<file path="config.mk">
export PLATFORM = sky130hd
export DESIGN_NAME = mtf_unit
export DESIGN_NICKNAME = d
export VERILOG_FILES = /design/src/hdl/mtf_pkg.sv /design/src/hdl/mtf_unit.sv
export VERILOG_INCLUDE_DIRS = /design/src /design/src/hdl
export SDC_FILE = /design/constraint.sdc
export NUM_CORES = 1
export LEC_CHECK = 0
export BUFFER_PORTS_ARGS = -buffer_cell sky130_fd_sc_hd__buf_2
export CAP_MARGIN = 15
export CELL_PAD_IN_SITES_DETAIL_PLACEMENT = 0
export CELL_PAD_IN_SITES_GLOBAL_PLACEMENT = 2
export CORE_MARGIN = 2
export CORE_UTILIZATION = 37
export CTS_BUF_LIST = sky130_fd_sc_hd__clkbuf_4 sky130_fd_sc_hd__clkbuf_8 sky130_fd_sc_hd__clkbuf_16
export DETAILED_ROUTE_END_ITERATION = 16
export HOLD_SLACK_MARGIN = 0.06
export PLACE_DENSITY_LB_ADDON = 0.1
export SLEW_MARGIN = 20
export SYNTH_ARGS = -nofsm -noshare
export SYNTH_HDL_FRONTEND = slang
export SYNTH_SLANG_ARGS = --single-unit
</file>
<file path="constraint.sdc">
create_clock -name clock -period 3.9 [get_ports clock]
set_input_delay 0.195 -clock clock [delete_from_list [all_inputs] [get_ports clock]]
set_output_delay 0.195 -clock clock [all_outputs]
set_load 0.005 [all_outputs]
</file>
<file path="src/hdl/mtf_regs.svh">
// Register offsets, field positions, CRC seed and identity value of the memory test fault unit.
// Assumes byte offsets within the unit as seen on the plain register port.
`ifndef MTF_REGS_SVH
`define MTF_REGS_SVH

// Register offsets (byte addresses within the unit)
`define MTF_OFS_CONTROL     13'h0000
`define MTF_OFS_FLAGS_A     13'h0001
`define MTF_OFS_FLAGS_B     13'h0002
`define MTF_OFS_START_LOC   13'h0004
`define MTF_OFS_RANGE_SIZE  13'h0008
`define MTF_OFS_RESULT      13'h000C
`define MTF_OFS_CHAN_ZERO   13'h0010
`define MTF_OFS_CHAN_ONE    13'h0014
`define MTF_OFS_IDENTITY    13'h0018
`define MTF_OFS_CONFIG_ZERO 13'h00F0
`define MTF_OFS_CONFIG_ONE  13'h00F4

// Internal and external windows
`define MTF_INT_LAST        13'h0100
`define MTF_EXT_FIRST       13'h0200
`define MTF_EXT_LAST        13'h1FFF

// Control bits
`define MTF_CTL_SOFT_RESET_COMMAND       0
`define MTF_CTL_CRC         2
`define MTF_CTL_SELFTEST    3

// Flag register A bits
`define MTF_FA_DONE         0
`define MTF_FA_RSTEXT       1
`define MTF_FA_BUSERR       2
`define MTF_FA_FAIL         3
`define MTF_FA_PROTERR      4

// Flag register B bits
`define MTF_FB_CH0          2
`define MTF_FB_CH1          3

// Result word layout on a fault
`define MTF_RES_BIT_LSB     0
`define MTF_RES_PHASE_LSB   8

// Forced CRC seed for external starts
`define MTF_CRC_SEED        32'hFFFFFFFF
// Identity word; the value is arbitrary
`define MTF_IDENTITY_VALUE  32'h0000A5A5

`endif

</file>
<file path="src/hdl/mtf_pkg.sv">
// Types shared by the memory test fault unit.
// Assumes nothing beyond a SystemVerilog compiler.
package mtf_pkg;
	// March phase codes
	typedef enum logic [2:0] {
		MTF_PH_CLEAR, MTF_PH_R0W1_UP, MTF_PH_R1W0, MTF_PH_R0W1_DN,
		MTF_PH_R1W0_DN, MTF_PH_R0W1, MTF_PH_R1W0_DN2, MTF_PH_READ0
	} mtf_phase_type;
	// Self-test sequencer states
	typedef enum logic [1:0] {MTF_IDLE, MTF_RUN, MTF_PAUSE} mtf_state_type;
endpackage

</file>
<file path="src/hdl/mtf_unit.sv">
// Memory test fault reporting and external access gating of the debug service unit.
// Assumes a march engine outside that reports faults and completion.
`include "mtf_regs.svh"

module mtf_unit
	import mtf_pkg::*;
#(
	parameter int ADDR_W = 30,
	parameter int BIT_W  = 5
) (
	// Clock and reset
	input  wire logic              clock,
	input  wire logic              resetn,
	// Register port
	input  wire logic [12:0]       reg_addr,
	input  wire logic [31:0]       reg_wdata,
	input  wire logic              reg_write,
	input  wire logic              reg_read,
	output logic      [31:0]       reg_rdata,
	// Protection state
	input  wire logic              protected_state,
	// March engine interface
	output logic                   test_start,
	output logic                   test_run,
	output logic                   test_abort,
	input  wire logic              test_fault,
	input  wire logic [ADDR_W-1:0] test_fault_loc,
	input  wire logic [BIT_W-1:0]  test_fault_bit,
	input  wire logic [2:0]        test_fault_phase,
	input  wire logic              test_finished,
	// CRC engine interface
	output logic                   crc_start,
	output logic                   crc_whole_area,
	output logic                   crc_eeprom_area,
	input  wire logic              crc_finished,
	input  wire logic              crc_bus_error,
	input  wire logic [31:0]       crc_value,
	// Processor reset extension
	input  wire logic              rstext_set,
	output logic                   cpu_reset_extension_flag
);

	// ------------------------------------------------------------
	// Address decoding
	// ------------------------------------------------------------
	wire logic        is_external = reg_addr >= `MTF_EXT_FIRST;
	wire logic        is_internal = reg_addr <= `MTF_INT_LAST;
	// Registers mirror into the external window at offset 0x200 and above
	wire logic [12:0] ofs         = is_external ? (reg_addr - `MTF_EXT_FIRST) : reg_addr;
	wire logic        mapped      = is_external || is_internal;
	wire logic [12:0] word_ofs    = {ofs[12:2], 2'b00};
	wire logic        wr          = reg_write && mapped;
	wire logic        rd          = reg_read && mapped;
	wire logic        wr_ctl      = wr && ofs == `MTF_OFS_CONTROL;
	wire logic        wr_fa       = wr && ofs == `MTF_OFS_FLAGS_A;
	wire logic        wr_loc      = wr && word_ofs == `MTF_OFS_START_LOC;
	wire logic        wr_len      = wr && word_ofs == `MTF_OFS_RANGE_SIZE;
	wire logic        wr_res      = wr && word_ofs == `MTF_OFS_RESULT;
	wire logic        wr_ch0      = wr && word_ofs == `MTF_OFS_CHAN_ZERO;
	wire logic        wr_ch1      = wr && word_ofs == `MTF_OFS_CHAN_ONE;
	wire logic        wr_cf0      = wr && word_ofs == `MTF_OFS_CONFIG_ZERO && !is_external;
	wire logic        wr_cf1      = wr && word_ofs == `MTF_OFS_CONFIG_ONE && !is_external;
	wire logic        rd_ch0      = rd && word_ofs == `MTF_OFS_CHAN_ZERO;
	wire logic        rd_ch1      = rd && word_ofs == `MTF_OFS_CHAN_ONE;

	// ------------------------------------------------------------
	// State
	// ------------------------------------------------------------
	mtf_state_type state_q, state_d;
	logic [31:0]   loc_q, len_q, res_q, ch0_q, ch1_q, cf0_q, cf1_q;
	logic          done_q, fail_q, bus_error_flag_q, protection_error_flag_q, rstext_q, ch0w_q, ch1w_q;
	logic          crc_busy_q;

	// ------------------------------------------------------------
	// Command decoding
	// ------------------------------------------------------------
	wire logic       soft_reset   = wr_ctl && reg_wdata[`MTF_CTL_SOFT_RESET_COMMAND];
	wire logic       bist_cmd     = wr_ctl && reg_wdata[`MTF_CTL_SELFTEST] && !soft_reset;
	// Self-test from outside is blocked while the part is protected
	wire logic       bist_blocked = bist_cmd && is_external && protected_state;
	wire logic       bist_go      = bist_cmd && !bist_blocked && state_q == MTF_IDLE;
	wire logic       crc_go       = wr_ctl && reg_wdata[`MTF_CTL_CRC] && !soft_reset && !crc_busy_q;
	wire logic [1:0] amode        = loc_q[1:0];
	// Clearing the reset extension from the external window is refused
	wire logic       rstext_clr   = wr_fa && reg_wdata[`MTF_FA_RSTEXT];
	wire logic       rstext_deny  = rstext_clr && is_external;
	wire logic       fail_w1c     = wr_fa && reg_wdata[`MTF_FA_FAIL];
	// Phase 0 writes only, so a fault tagged with it is ignored
	wire logic       fault_ok     = test_fault && test_fault_phase != MTF_PH_CLEAR;
	wire logic       fault_hit    = state_q == MTF_RUN && fault_ok;
	wire logic [31:0] fault_res   = {21'h000000, test_fault_phase, {(8 - BIT_W){1'b0}},
		// Phase 7 reports no usable bit index
		(test_fault_phase == MTF_PH_READ0) ? {BIT_W{1'b0}} : test_fault_bit};

	// ------------------------------------------------------------
	// Self-test sequencer
	// ------------------------------------------------------------
	always_comb begin
		state_d = state_q;
		unique case (state_q)
			MTF_IDLE: begin
				if (bist_go)
					state_d = MTF_RUN;
			end
			MTF_RUN: begin
				if (fault_ok)
					state_d = (amode == 2'h1) ? MTF_PAUSE : MTF_IDLE;
				else if (test_finished)
					state_d = MTF_IDLE;
			end
			MTF_PAUSE: begin
				if (fail_w1c)
					state_d = MTF_RUN;
			end
			// Unused code falls back to idle
			default: state_d = MTF_IDLE;
		endcase
		if (soft_reset)
			state_d = MTF_IDLE;
	end

	always_ff @(posedge clock) begin
		if (!resetn)
			state_q <= MTF_IDLE;
		else
			state_q <= state_d;
	end

	// ------------------------------------------------------------
	// Status flags; hardware set wins over software clear, except soft reset and the start clear of done_q
	// ------------------------------------------------------------
	always_ff @(posedge clock) begin
		if (!resetn || soft_reset) begin
			done_q <= 1'b0;
			fail_q <= 1'b0;
			bus_error_flag_q <= 1'b0;
			protection_error_flag_q <= 1'b0;
		end else begin
			if (bist_go || crc_go)
				done_q <= 1'b0;
			else if ((fault_hit && amode != 2'h1) || (state_q == MTF_RUN && test_finished) || crc_finished)
				done_q <= 1'b1;
			if (fault_hit)
				fail_q <= 1'b1;
			else if (bist_go || fail_w1c)
				fail_q <= 1'b0;
			if (crc_bus_error)
				bus_error_flag_q <= 1'b1;
			else if (crc_go)
				bus_error_flag_q <= 1'b0;
			if (bist_blocked || rstext_deny)
				protection_error_flag_q <= 1'b1;
			else if (wr_fa && reg_wdata[`MTF_FA_PROTERR])
				protection_error_flag_q <= 1'b0;
		end
	end

	// Reset extension survives soft reset; only hardware reset or an internal clear removes it
	always_ff @(posedge clock) begin
		if (!resetn)
			rstext_q <= 1'b0;
		else if (rstext_set)
			rstext_q <= 1'b1;
		else if (rstext_clr && !rstext_deny)
			rstext_q <= 1'b0;
	end

	// ------------------------------------------------------------
	// Location, size and result registers
	// ------------------------------------------------------------
	always_ff @(posedge clock) begin
		if (!resetn || soft_reset) begin
			loc_q <= 32'h00000000;
			len_q <= 32'h00000000;
			res_q <= 32'h00000000;
		end else if (fault_hit) begin
			// Capture held until a later fault, a checksum, a register write outside pause or soft reset
			loc_q <= {test_fault_loc, amode};
			res_q <= fault_res;
		end else if (crc_go && is_external) begin
			res_q <= `MTF_CRC_SEED;
		end else if (state_q == MTF_IDLE && crc_busy_q && crc_finished) begin
			res_q <= crc_value;
		end else if (state_q != MTF_PAUSE) begin
			// Writes during a paused fault would spoil the capture
			if (wr_loc)
				loc_q <= reg_wdata;
			if (wr_len)
				len_q <= reg_wdata;
			if (wr_res)
				res_q <= reg_wdata;
		end
	end

	// ------------------------------------------------------------
	// Debug channels with written flags, cleared on read
	// ------------------------------------------------------------
	always_ff @(posedge clock) begin
		if (!resetn) begin
			ch0_q  <= 32'h00000000;
			ch1_q  <= 32'h00000000;
			ch0w_q <= 1'b0;
			ch1w_q <= 1'b0;
			cf0_q  <= 32'h00000000;
			cf1_q  <= 32'h00000000;
		end else begin
			if (wr_ch0)
				ch0_q <= reg_wdata;
			if (wr_ch1)
				ch1_q <= reg_wdata;
			ch0w_q <= wr_ch0 || (ch0w_q && !rd_ch0);
			ch1w_q <= wr_ch1 || (ch1w_q && !rd_ch1);
			if (wr_cf0)
				cf0_q <= reg_wdata;
			if (wr_cf1)
				cf1_q <= reg_wdata;
		end
	end

	// ------------------------------------------------------------
	// Engine controls
	// ------------------------------------------------------------
	always_ff @(posedge clock) begin
		if (!resetn) begin
			test_start      <= 1'b0;
			test_run        <= 1'b0;
			test_abort      <= 1'b0;
			crc_start       <= 1'b0;
			crc_whole_area  <= 1'b0;
			crc_eeprom_area <= 1'b0;
			crc_busy_q      <= 1'b0;
		end else begin
			test_start <= bist_go;
			test_run   <= state_d == MTF_RUN;
			test_abort <= soft_reset;
			crc_start  <= crc_go;
			if (crc_go) begin
				// Outside callers get the whole area chosen by the mode field
				crc_whole_area  <= is_external;
				crc_eeprom_area <= is_external && amode == 2'h1;
			end
			if (crc_go)
				crc_busy_q <= 1'b1;
			else if (crc_finished || soft_reset)
				crc_busy_q <= 1'b0;
		end
	end

	// ------------------------------------------------------------
	// Read data, valid one cycle after the strobe
	// ------------------------------------------------------------
	wire logic [31:0] flags_word = {8'h00,
		{4'h0, ch1w_q, ch0w_q, 1'b0, protected_state},
		{3'h0, protection_error_flag_q, fail_q, bus_error_flag_q, rstext_q, done_q}, 8'h00};
	logic [31:0] rdata_d;
	always_comb begin
		unique case (word_ofs)
			`MTF_OFS_CONTROL:     rdata_d = flags_word;
			`MTF_OFS_START_LOC:   rdata_d = loc_q;
			`MTF_OFS_RANGE_SIZE:  rdata_d = len_q;
			`MTF_OFS_RESULT:      rdata_d = res_q;
			`MTF_OFS_CHAN_ZERO:   rdata_d = ch0_q;
			`MTF_OFS_CHAN_ONE:    rdata_d = ch1_q;
			`MTF_OFS_IDENTITY:    rdata_d = `MTF_IDENTITY_VALUE;
			`MTF_OFS_CONFIG_ZERO: rdata_d = cf0_q;
			`MTF_OFS_CONFIG_ONE:  rdata_d = cf1_q;
			default:              rdata_d = 32'h00000000;
		endcase
	end

	always_ff @(posedge clock) begin
		if (!resetn)
			reg_rdata <= 32'h00000000;
		else if (rd)
			reg_rdata <= rdata_d;
		else
			reg_rdata <= 32'h00000000;
	end

	// Flag copy to the processor reset logic
	always_ff @(posedge clock) begin
		if (!resetn)
			cpu_reset_extension_flag <= 1'b0;
		else
			cpu_reset_extension_flag <= rstext_q;
	end

endmodule

</file>
==> results.toml, run 1 <==
[yosys]
synthesis.area_um2 = 11600
synth-seq-area-share_pct = 46.9
synth-edff-count = 0
ys_seq_elements = 273
synth_cell_types = 61
synthTopCellsByArea = "dfxtp_1, nand2_1, a21oi_1"
synth_most_common_cell = "nand2_1"
netlist_instances = 1378
synth_nets = 1505
ys_warn_count = 0
synth_top_area_share_pct = 46.9
avgSynthCellArea_um2 = 8.45
synthTopCellsByCount = "nand2_1, dfxtp_1, a21oi_1, a22oi_1, o21ai_0"
synthFlopType = "dfxtp_1"
synth_top_area_cell = "dfxtp_1"
async_flop_share_pct = 0

[sta]
setup_viol = 0
max_slew_margin_pct = 26.5
slew_viol_final = 0
worst_slew_pin_slew_ps = 1100
period_minus_slack_ps = 3100
clock.fmax_mhz = 323
timing.setup.tns_ps = 0
hold_viol_final = 0
finClkSkew_ps = 10.8
post-route-worst-setup-slack_ps = 803
fin_crit_sh_pct = 79.4
rsz0062_at_grt = "false"

[route]
routed.top_layer = "met4"
route.met2.wl_um = 20700
met1Wirelength_um = 21100
dr_wl_met3_um = 2940
drt-initial-drc-count = 1138
firstDrtPassIters = 9
routedWlPerCell_um = 22.6
antenna_left = 0
routed_via_density = 5.72
drc = 0
routed_wl_um = 45600
vias = 11500

[worst_setup_path]
crit_path_end_kind = "register"
cp-start-kind = "primary input"
setup.worst_path.start = "reg_addr[10]"
cp_max_fo = 17
cp.arrival_ps = 3530
required_ps = 4330
r2r_cells = 8
r2r-start = "state_q[1]"
worst-setup-path-type = "primary input to register"

[power_and_ir_drop]
seqPwrFrac_pct = 45.7
leakagePower_nw = 5.00
comb_power_share_pct = 5.7
ir_drop_uv = 346
total_power_mw = 6.11
p_int_mw = 4.69
swShare_pct = 23.2
clkPwrFrac_pct = 48.5
p_switching_mw = 1.42
cellPowerDensity_nw_per_um2 = 412

[clock_network]
cts_resized = 0
cts_buffer_depth = 3
root_buffer = "clkbuf_16"
clkTransAtPathRegs_ps = 60
h-tree-depth = 1
numCtsBuffers = 31
clock_sinks = 273
clock_latency_ps = 560
cts_setup_buffers = 0
cts_tree = "built"

[min_path]
min_from = "crc_value[24]"
min_path_cells = 5
min_path_type = "primary input to register"

[global_route]
grt_pass1_wl_um = 68100
gr-total-overflow = 0
antenna_found_initial = 0
grt_use_total_pct = 26.9
grt_pass1_vias = 10900
grt_max_degree = 70

[finish]
fin_nets = 1724
finalInstanceArea_um2 = 14800
fillers = 3015
n_antenna_cell = 0
syn_to_final_growth_pct = 27.5
drive_above_1_share_pct = 18.6
final_cells = 2018

[floorplan]
rows = 64
die_w_um = 181
die_y_um = 181
start_util_pct = 37.9
coreArea_um2 = 30700
die_area_um2 = 32900
io_pins = 164

[placement]
dpl_cell_area_um2 = 12900
place_ws_ps = 445
place_inst = 1866
numPortBuffers = 163
globalplace.congestion = 0.782
hpwlAfterDp_um = 27800

[outcome]
status = "completed"

[job]
drv_cap = 0
## kinds of logic (layout without fill, tap and decap cells)
family,Yosys count,count (layout),share of synthesized area [%]
simple gates,449,449,16.4
flops,273,273,46.9
xor+xnor,1,1,0.0753
mux,39,39,3.41
fa+ha+maj,2,2,0.215
compound gates,487,487,28.0
buf+inv,127,371,5.02
## cell type report
type / count / area (um^2) / area share (%)
inverter: 9 / 36.3 / 0.244
clock buffer: 44 / 917 / 6.18
sequential: 273 / 5470 / 36.8
clock inverter: 14 / 126 / 0.851
tap: 396 / 495 / 3.34
multi-input combinational: 978 / 5640 / 38.0
timing repair buffer: 304 / 2160 / 14.5
## cells in the final DEF (no fill, tap or decap), types with 4 or more instances in the layout
master	count
nand2_1	349
dfxtp_1	273
a21oi_1	211
buf_2	163
dlygate4sd3_1	94
o21ai_0	65
a22oi_1	65
a222oi_1	50
buf_4	43
mux2i_1	34
clkbuf_16	31
o2bb2ai_1	30
a31oi_1	24
nor2_1	22
nand3_1	16
clkinv_2	10
and2_1	9
inv_1	8
nand2b_1	8
o21ai_1	7
clkbuf_8	7
a2111oi_4	6
nor2b_1	6
clkbuf_4	6
nor3_1	5
nand4_1	5
or3_1	5
mux2_2	5
buf_12	4
## registers in the layout, indices dropped and copies added (netlist names), 2 cells and up
signal / count
res_q: 32
cf0_q: 32
len_q: 32
loc_q: 32
reg_rdata: 32
cf1_q: 32
ch1_q: 32
ch0_q: 32
state_q: 2
## routing by layer
metal  global-route usage (%)  vias to the layer above
li1                         -                     5409
met1                     38.2                     5634
met2                     43.7                      443
met3                     3.43                       50
met4                     5.59                        0
met5                        0                        -
## critical path, cell delays in order
cell and delay, ps:
buf_2 130, inv_1 130, ha_1 210, nor3b_4 370, xnor2_1 180, a2bb2oi_2 670
a211oi_4 120, buf_4 290, and2_1 180, buf_4 210, a22oi_1 170, dlygate4sd3_1 570
o2bb2ai_1 60
## repair_timing
action	CTS	global route
endpoints found under the setup margin	0	0
endpoints found under the hold margin	222	0
hold buffers	94	0
## power by group through the flow
stage / combinational, mW / clock [mW] / sequential [mW]
final: 0.350 / 2.96 / 2.79
after global routing: 0.372 / 3.12 / 2.79
after CTS: 0.347 / 3.00 / 2.79
after detailed placement: 0.282 / 0 / 2.86
after global placement: 0.283 / 0 / 2.86
after floorplan: 0.111 / 0 / 2.85
## worst paths after layout
| kind | to | slack [ps] |
|---|---|---|
| worst min-delay path | res_q[24] | 70 |
| worst max-delay path | loc_q[13] | 800 |
| worst max register to register | loc_q[13] | 920 |
| worst min register to register | ch0_q[23] | 450 |
## through the flow
| step | util [%] | hold slack, ps |
|---|---|---|
| final | 48.3 | 71.4 |
| after global routing | 48.3 | 93.0 |
| after CTS | 48.3 | 60.0 |
| after detailed placement | 41.8 | 408 |
| after global placement | 41.8 | 418 |
| after floorplan | - | 312 |
No activity file was read; power rests on OpenSTA's default activity.
==> run 2: changes to the inputs <==
Settings changed: CORE_UTILIZATION 37 to 34.
Clock period 3.9 ns to 3 ns, I/O delays scaled along.
==> run 2 against run 1 <==
Effect of this change:
- count of clock-buffer cells in the layout increased by 4
- first-iteration DRC count about the same
- routed wire length increased by 3.9%
- combinational power increased by 41%
- via count increased by 0.68%
- register-to-register slack got worse by 580 ps
- die area increased by 8.6%
- global-route usage decreased by 0.87 points
- total power increased by 31%
- worst setup slack got worse by 470 ps
- sequential share of layout area decreased by 1.5 points
- cell area increased by 4.3%
==> results.toml, run 2 (synthesized netlist as in run 1, its figures left out) <==
[worst_setup_path]
slowest_delay_ps = 600
worst-setup-path-type = "primary input to register"
crit_slowest_cell = "dlygate4sd3_1"
cp_max_fo = 16
cp-start-kind = "primary input"
crit_chain = "buf_2 > inv_1 > ha_1 > nor3b_4 > xnor2_1 > a2bb2oi_2 > buf_12 > a2111oi_2 > a2111oi_4 > buf_4 > a221oi_1 > dlygate4sd3_1 > nor3_1"
crit_path_end_kind = "register"
cp.arrival_ps = 3120
required_ps = 3450

[sta]
post-route-worst-setup-slack_ps = 332
clock.fmax_mhz = 375
hold_viol_final = 0
finClkSkew_ps = 18.5
max_slew_margin_pct = 37.2
slew_viol_final = 0
worst_slew_pin_slew_ps = 943
timing.setup.tns_ps = 0
rsz0062_at_grt = "false"
fin_crit_sh_pct = 88.9
setup_viol = 0
whs_ps = 89.6
period_minus_slack_ps = 2670

[global_route]
grt_pass1_wl_um = 71000
grt_max_degree = 90
grt_pass1_vias = 11300
use_met1_pct = 36.4
antenna_found_initial = 0
gr-total-overflow = 0
use_met2_pct = 41.8
grt_use_total_pct = 26.0
top_usage_layer = "met2"
gr-usage-met3_pct = 3.69

[floorplan]
die_y_um = 189
coreArea_um2 = 33600
io_pins = 164
die_w_um = 189
start_util_pct = 34.6
rows = 67
die_area_um2 = 35700

[clock_network]
clock_sinks = 273
clkTransAtPathRegs_ps = 60
clock_latency_ps = 570
root_buffer = "clkbuf_16"
cts_buffer_depth = 3
h-tree-depth = 1
numCtsBuffers = 31
cts_tree = "built"

[finish]
most-common-layout-cells = "nand2_1, dfxtp_1, a21oi_1, buf_2, dlygate4sd3_1"
finalInstanceArea_um2 = 15500
seqCellArea_um2 = 5470
final_cells = 2114
multi_input_area_um2 = 5650
layout_commonest_cell = "nand2_1"
fin_nets = 1773
drive_above_1_share_pct = 19.1
fillers = 3322
syn_to_final_growth_pct = 33.0
fin_util_pct = 46.1

[min_path]
min_path_type = "primary input to register"

[route]
vias = 11600
routed_wl_um = 47300
drt-initial-drc-count = 1139
firstDrtPassIters = 5
antenna_left = 0
drc = 0
routedWlPerCell_um = 22.4
routed_via_density = 5.49

[power_and_ir_drop]
ir_drop_uv = 439
leakagePower_nw = 5.23
cellPowerDensity_nw_per_um2 = 515
total_power_mw = 7.98

[placement]
place_inst = 1939
globalplace.congestion = 0.825
dpl_cell_area_um2 = 13200
numPortBuffers = 163
hpwlAfterDp_um = 29400
place_ws_ps = 63.7

[job]
drv_cap = 0

[outcome]
status = "completed"
-- run 2: area by class of cell --
cell class              count  area share, %
clock inverters             4          0.477
multi-input cells         978           36.5
inverters                   9          0.234
repair buffers            353           17.7
flip-flops and latches    273           35.3
diodes                      1         0.0162
well taps                 448           3.62
clock buffers              48           6.12
-- run 2: repair_timing --
action	in CTS	in global routing
resized for setup	0	1
buffers inserted	0	0
hold buffers	122	0
endpoints found under the setup margin	0	1
hold endpoints to repair	233	0
-- run 2: final timing paths --
path                    start          to  slack, ps  cells after the start
setup / recovery  reg_addr[9]    res_q[2]        330                     13
hold / removal    reg_addr[1]  state_q[1]         90                      5
setup reg to reg   state_q[1]   loc_q[14]        340                      8
hold reg to reg     len_q[24]   len_q[24]        450                      2
-- run 2: routing by layer --
metal / vias up / part of all wire, %
met5: - / 0
met4: 0 / 2.4
met3: 65 / 6.6
met2: 452 / 45
met1: 5577 / 46
li1: 5520 / -
-- run 2: worst max-delay path, delay by kind of cell --
kind | cells | cell delay (ps)
buf+inv | 5 | 1250
compound gates | 4 | 1000
simple gates | 2 | 390
fa+ha+maj | 1 | 190
xor+xnor | 1 | 130
-- run 2: power breakdown --
part | switching, mW | internal (mW)
Sequential | 0.00356 | 3.63
Combinational | 0.285 | 0.210
Clock | 1.54 | 2.32
==> run 3: changes to the inputs <==
Settings changed: CORE_UTILIZATION 34 to 31, CTS_CLUSTER_SIZE set to 28, RECOVER_POWER set to 25.
Clock period 3 ns to 2.25 ns, I/O delays scaled along.
==> run 3 against run 2 <==
Effect of this change:
- sequential power increased by 34%
- hold slack improved by 8.7 ps
- critical path depth decreased by 3
- register-to-register slack got worse by 130 ps
- global-route usage decreased by 1.3 points
- non-clock buffer count increased by 44
- combinational power increased by 41%
- total power increased by 36%
- via count increased by 0.31%
- critical path type unchanged
- critical endpoint is now reg_rdata[24]
- largest power group unchanged
==> results.toml, run 3 (synthesized netlist as in run 1, its figures left out) <==
[outcome]
status = "completed"

[global_route]
antenna_found_initial = 0
use_met2_pct = 41.9
top_usage_layer = "met2"
grt_pass1_vias = 11400
grt_pass1_wl_um = 72600
use_met1_pct = 33.7
grt_max_degree = 132
gr-usage-met3_pct = 3.15
grt_use_total_pct = 24.7
gr-total-overflow = 0

[floorplan]
io_pins = 164
rows = 70
start_util_pct = 31.6
die_area_um2 = 39100
die_w_um = 198
coreArea_um2 = 36800
die_y_um = 198

[route]
routed_wl_um = 48600
antenna_left = 0
drc = 0
vias = 11700
drt-initial-drc-count = 1086
firstDrtPassIters = 8
routed_via_density = 5.33
routedWlPerCell_um = 22.2

[sta]
setup_viol = 0
whs_ps = 98.3
worst_slew_pin_slew_ps = 801
max_slew_margin_pct = 46.4
hold_viol_final = 0
rsz0062_at_grt = "false"
finClkSkew_ps = 17.7
post-route-worst-setup-slack_ps = 151
fin_crit_sh_pct = 93.3
clock.fmax_mhz = 476
period_minus_slack_ps = 2100
slew_viol_final = 0
timing.setup.tns_ps = 0

[finish]
fillers = 3726
layout_commonest_cell = "nand2_1"
most-common-layout-cells = "nand2_1, dfxtp_1, a21oi_1, buf_2, dlygate4sd3_1"
fin_nets = 1820
fin_util_pct = 43.3
drive_above_1_share_pct = 21.4
syn_to_final_growth_pct = 37.0

[clock_network]
clock_latency_ps = 520
cts_resized = 0
root_buffer = "clkbuf_16"
cts_buffer_depth = 3
clock_sinks = 273
numCtsBuffers = 34
cts_tree = "built"
clkTransAtPathRegs_ps = 60
h-tree-depth = 2

[power_and_ir_drop]
ir_drop_uv = 455
cellPowerDensity_nw_per_um2 = 680
leakagePower_nw = 5.49
total_power_mw = 10.8

[worst_setup_path]
cp-start-kind = "primary input"
cp_max_fo = 16
crit_path_end_kind = "register"
worst-setup-path-type = "primary input to register"
required_ps = 2620
cp.arrival_ps = 2470

[placement]
numPortBuffers = 163
globalplace.congestion = 0.807
place_ws_ps = -545
hpwlAfterDp_um = 31400

[min_path]
min_path_type = "primary input to register"

[job]
drv_cap = 0
run 3: cell types whose count changed in the layout (fill, tap and decap cells not counted), moves of 3 or more:
cell / previous run / this run
buf_2: 163 / 141
clkbuf_1: 0 / 24
clkinv_2: 1 / 4
buf_4: 52 / 101
clkbuf_16: 31 / 35
dlygate4sd3_1: 122 / 103
buf_12: 16 / 25
clkbuf_4: 10 / 14
run 3: repair_timing:
item                       4_1_cts  5_1_grt
setup buffers                    4        5
pin swaps                        1        3
hold buffers                   103        0
hold endpoints to repair       234        0
setup endpoints to repair        4       37
run 3: power by group:
part | internal [mW] | switching [mW] | total (mW)
clock network | 3.19 | 2.12 | 5.31
registers | 4.84 | 0.00515 | 4.85
logic | 0.308 | 0.388 | 0.696
total | 8.34 | 2.51 | 10.8
run 3: routing by layer:
layer	vias to the layer above	part of all wire, %	wire, um
met3	47	5.0	2410
li1	5605	-	-
met1	5678	46	22400
met4	0	1.3	630
met2	320	48	23100
met5	-	0	0
run 3: stage by stage:
stage               area [um^2]  std cells
floorplan                 11700       1378
detailed placement        13800       2013
CTS                       16000       2179
finish                    15900       2185
global placement          13800       2013
global route              15900       2184
run 3: worst paths after layout:
kind	startpoint	to	slack, ps	cells past startpoint
worst min-delay path	crc_value[4]	res_q[4]	100	5
worst max register to register	crc_busy_q	res_q[0]	210	7
worst max-delay path	reg_addr[10]	reg_rdata[24]	150	10
worst min register to register	cf1_q[15]	cf1_q[15]	450	2
run 3: cell type report:
cell class | count | area, um^2 | share of cell area (%)
multi-input combinational | 978 | 5660 | 35.5
sequential | 273 | 5470 | 34.3
timing repair buffer | 397 | 3110 | 19.5
clock buffer | 53 | 1040 | 6.54
tap | 468 | 586 | 3.67
inverter | 9 | 38.8 | 0.243
clock inverter | 6 | 36.3 | 0.228
antenna | 1 | 2.50 | 0.0157
run 3: worst max-delay path: stages:
cell       delay, ps
clkbuf_1         110
buf_4            160
or4_4            560
o211ai_4         230
buf_4            260
a2111oi_4        100
buf_4            190
buf_12           160
a222oi_1         370
a31oi_1          190
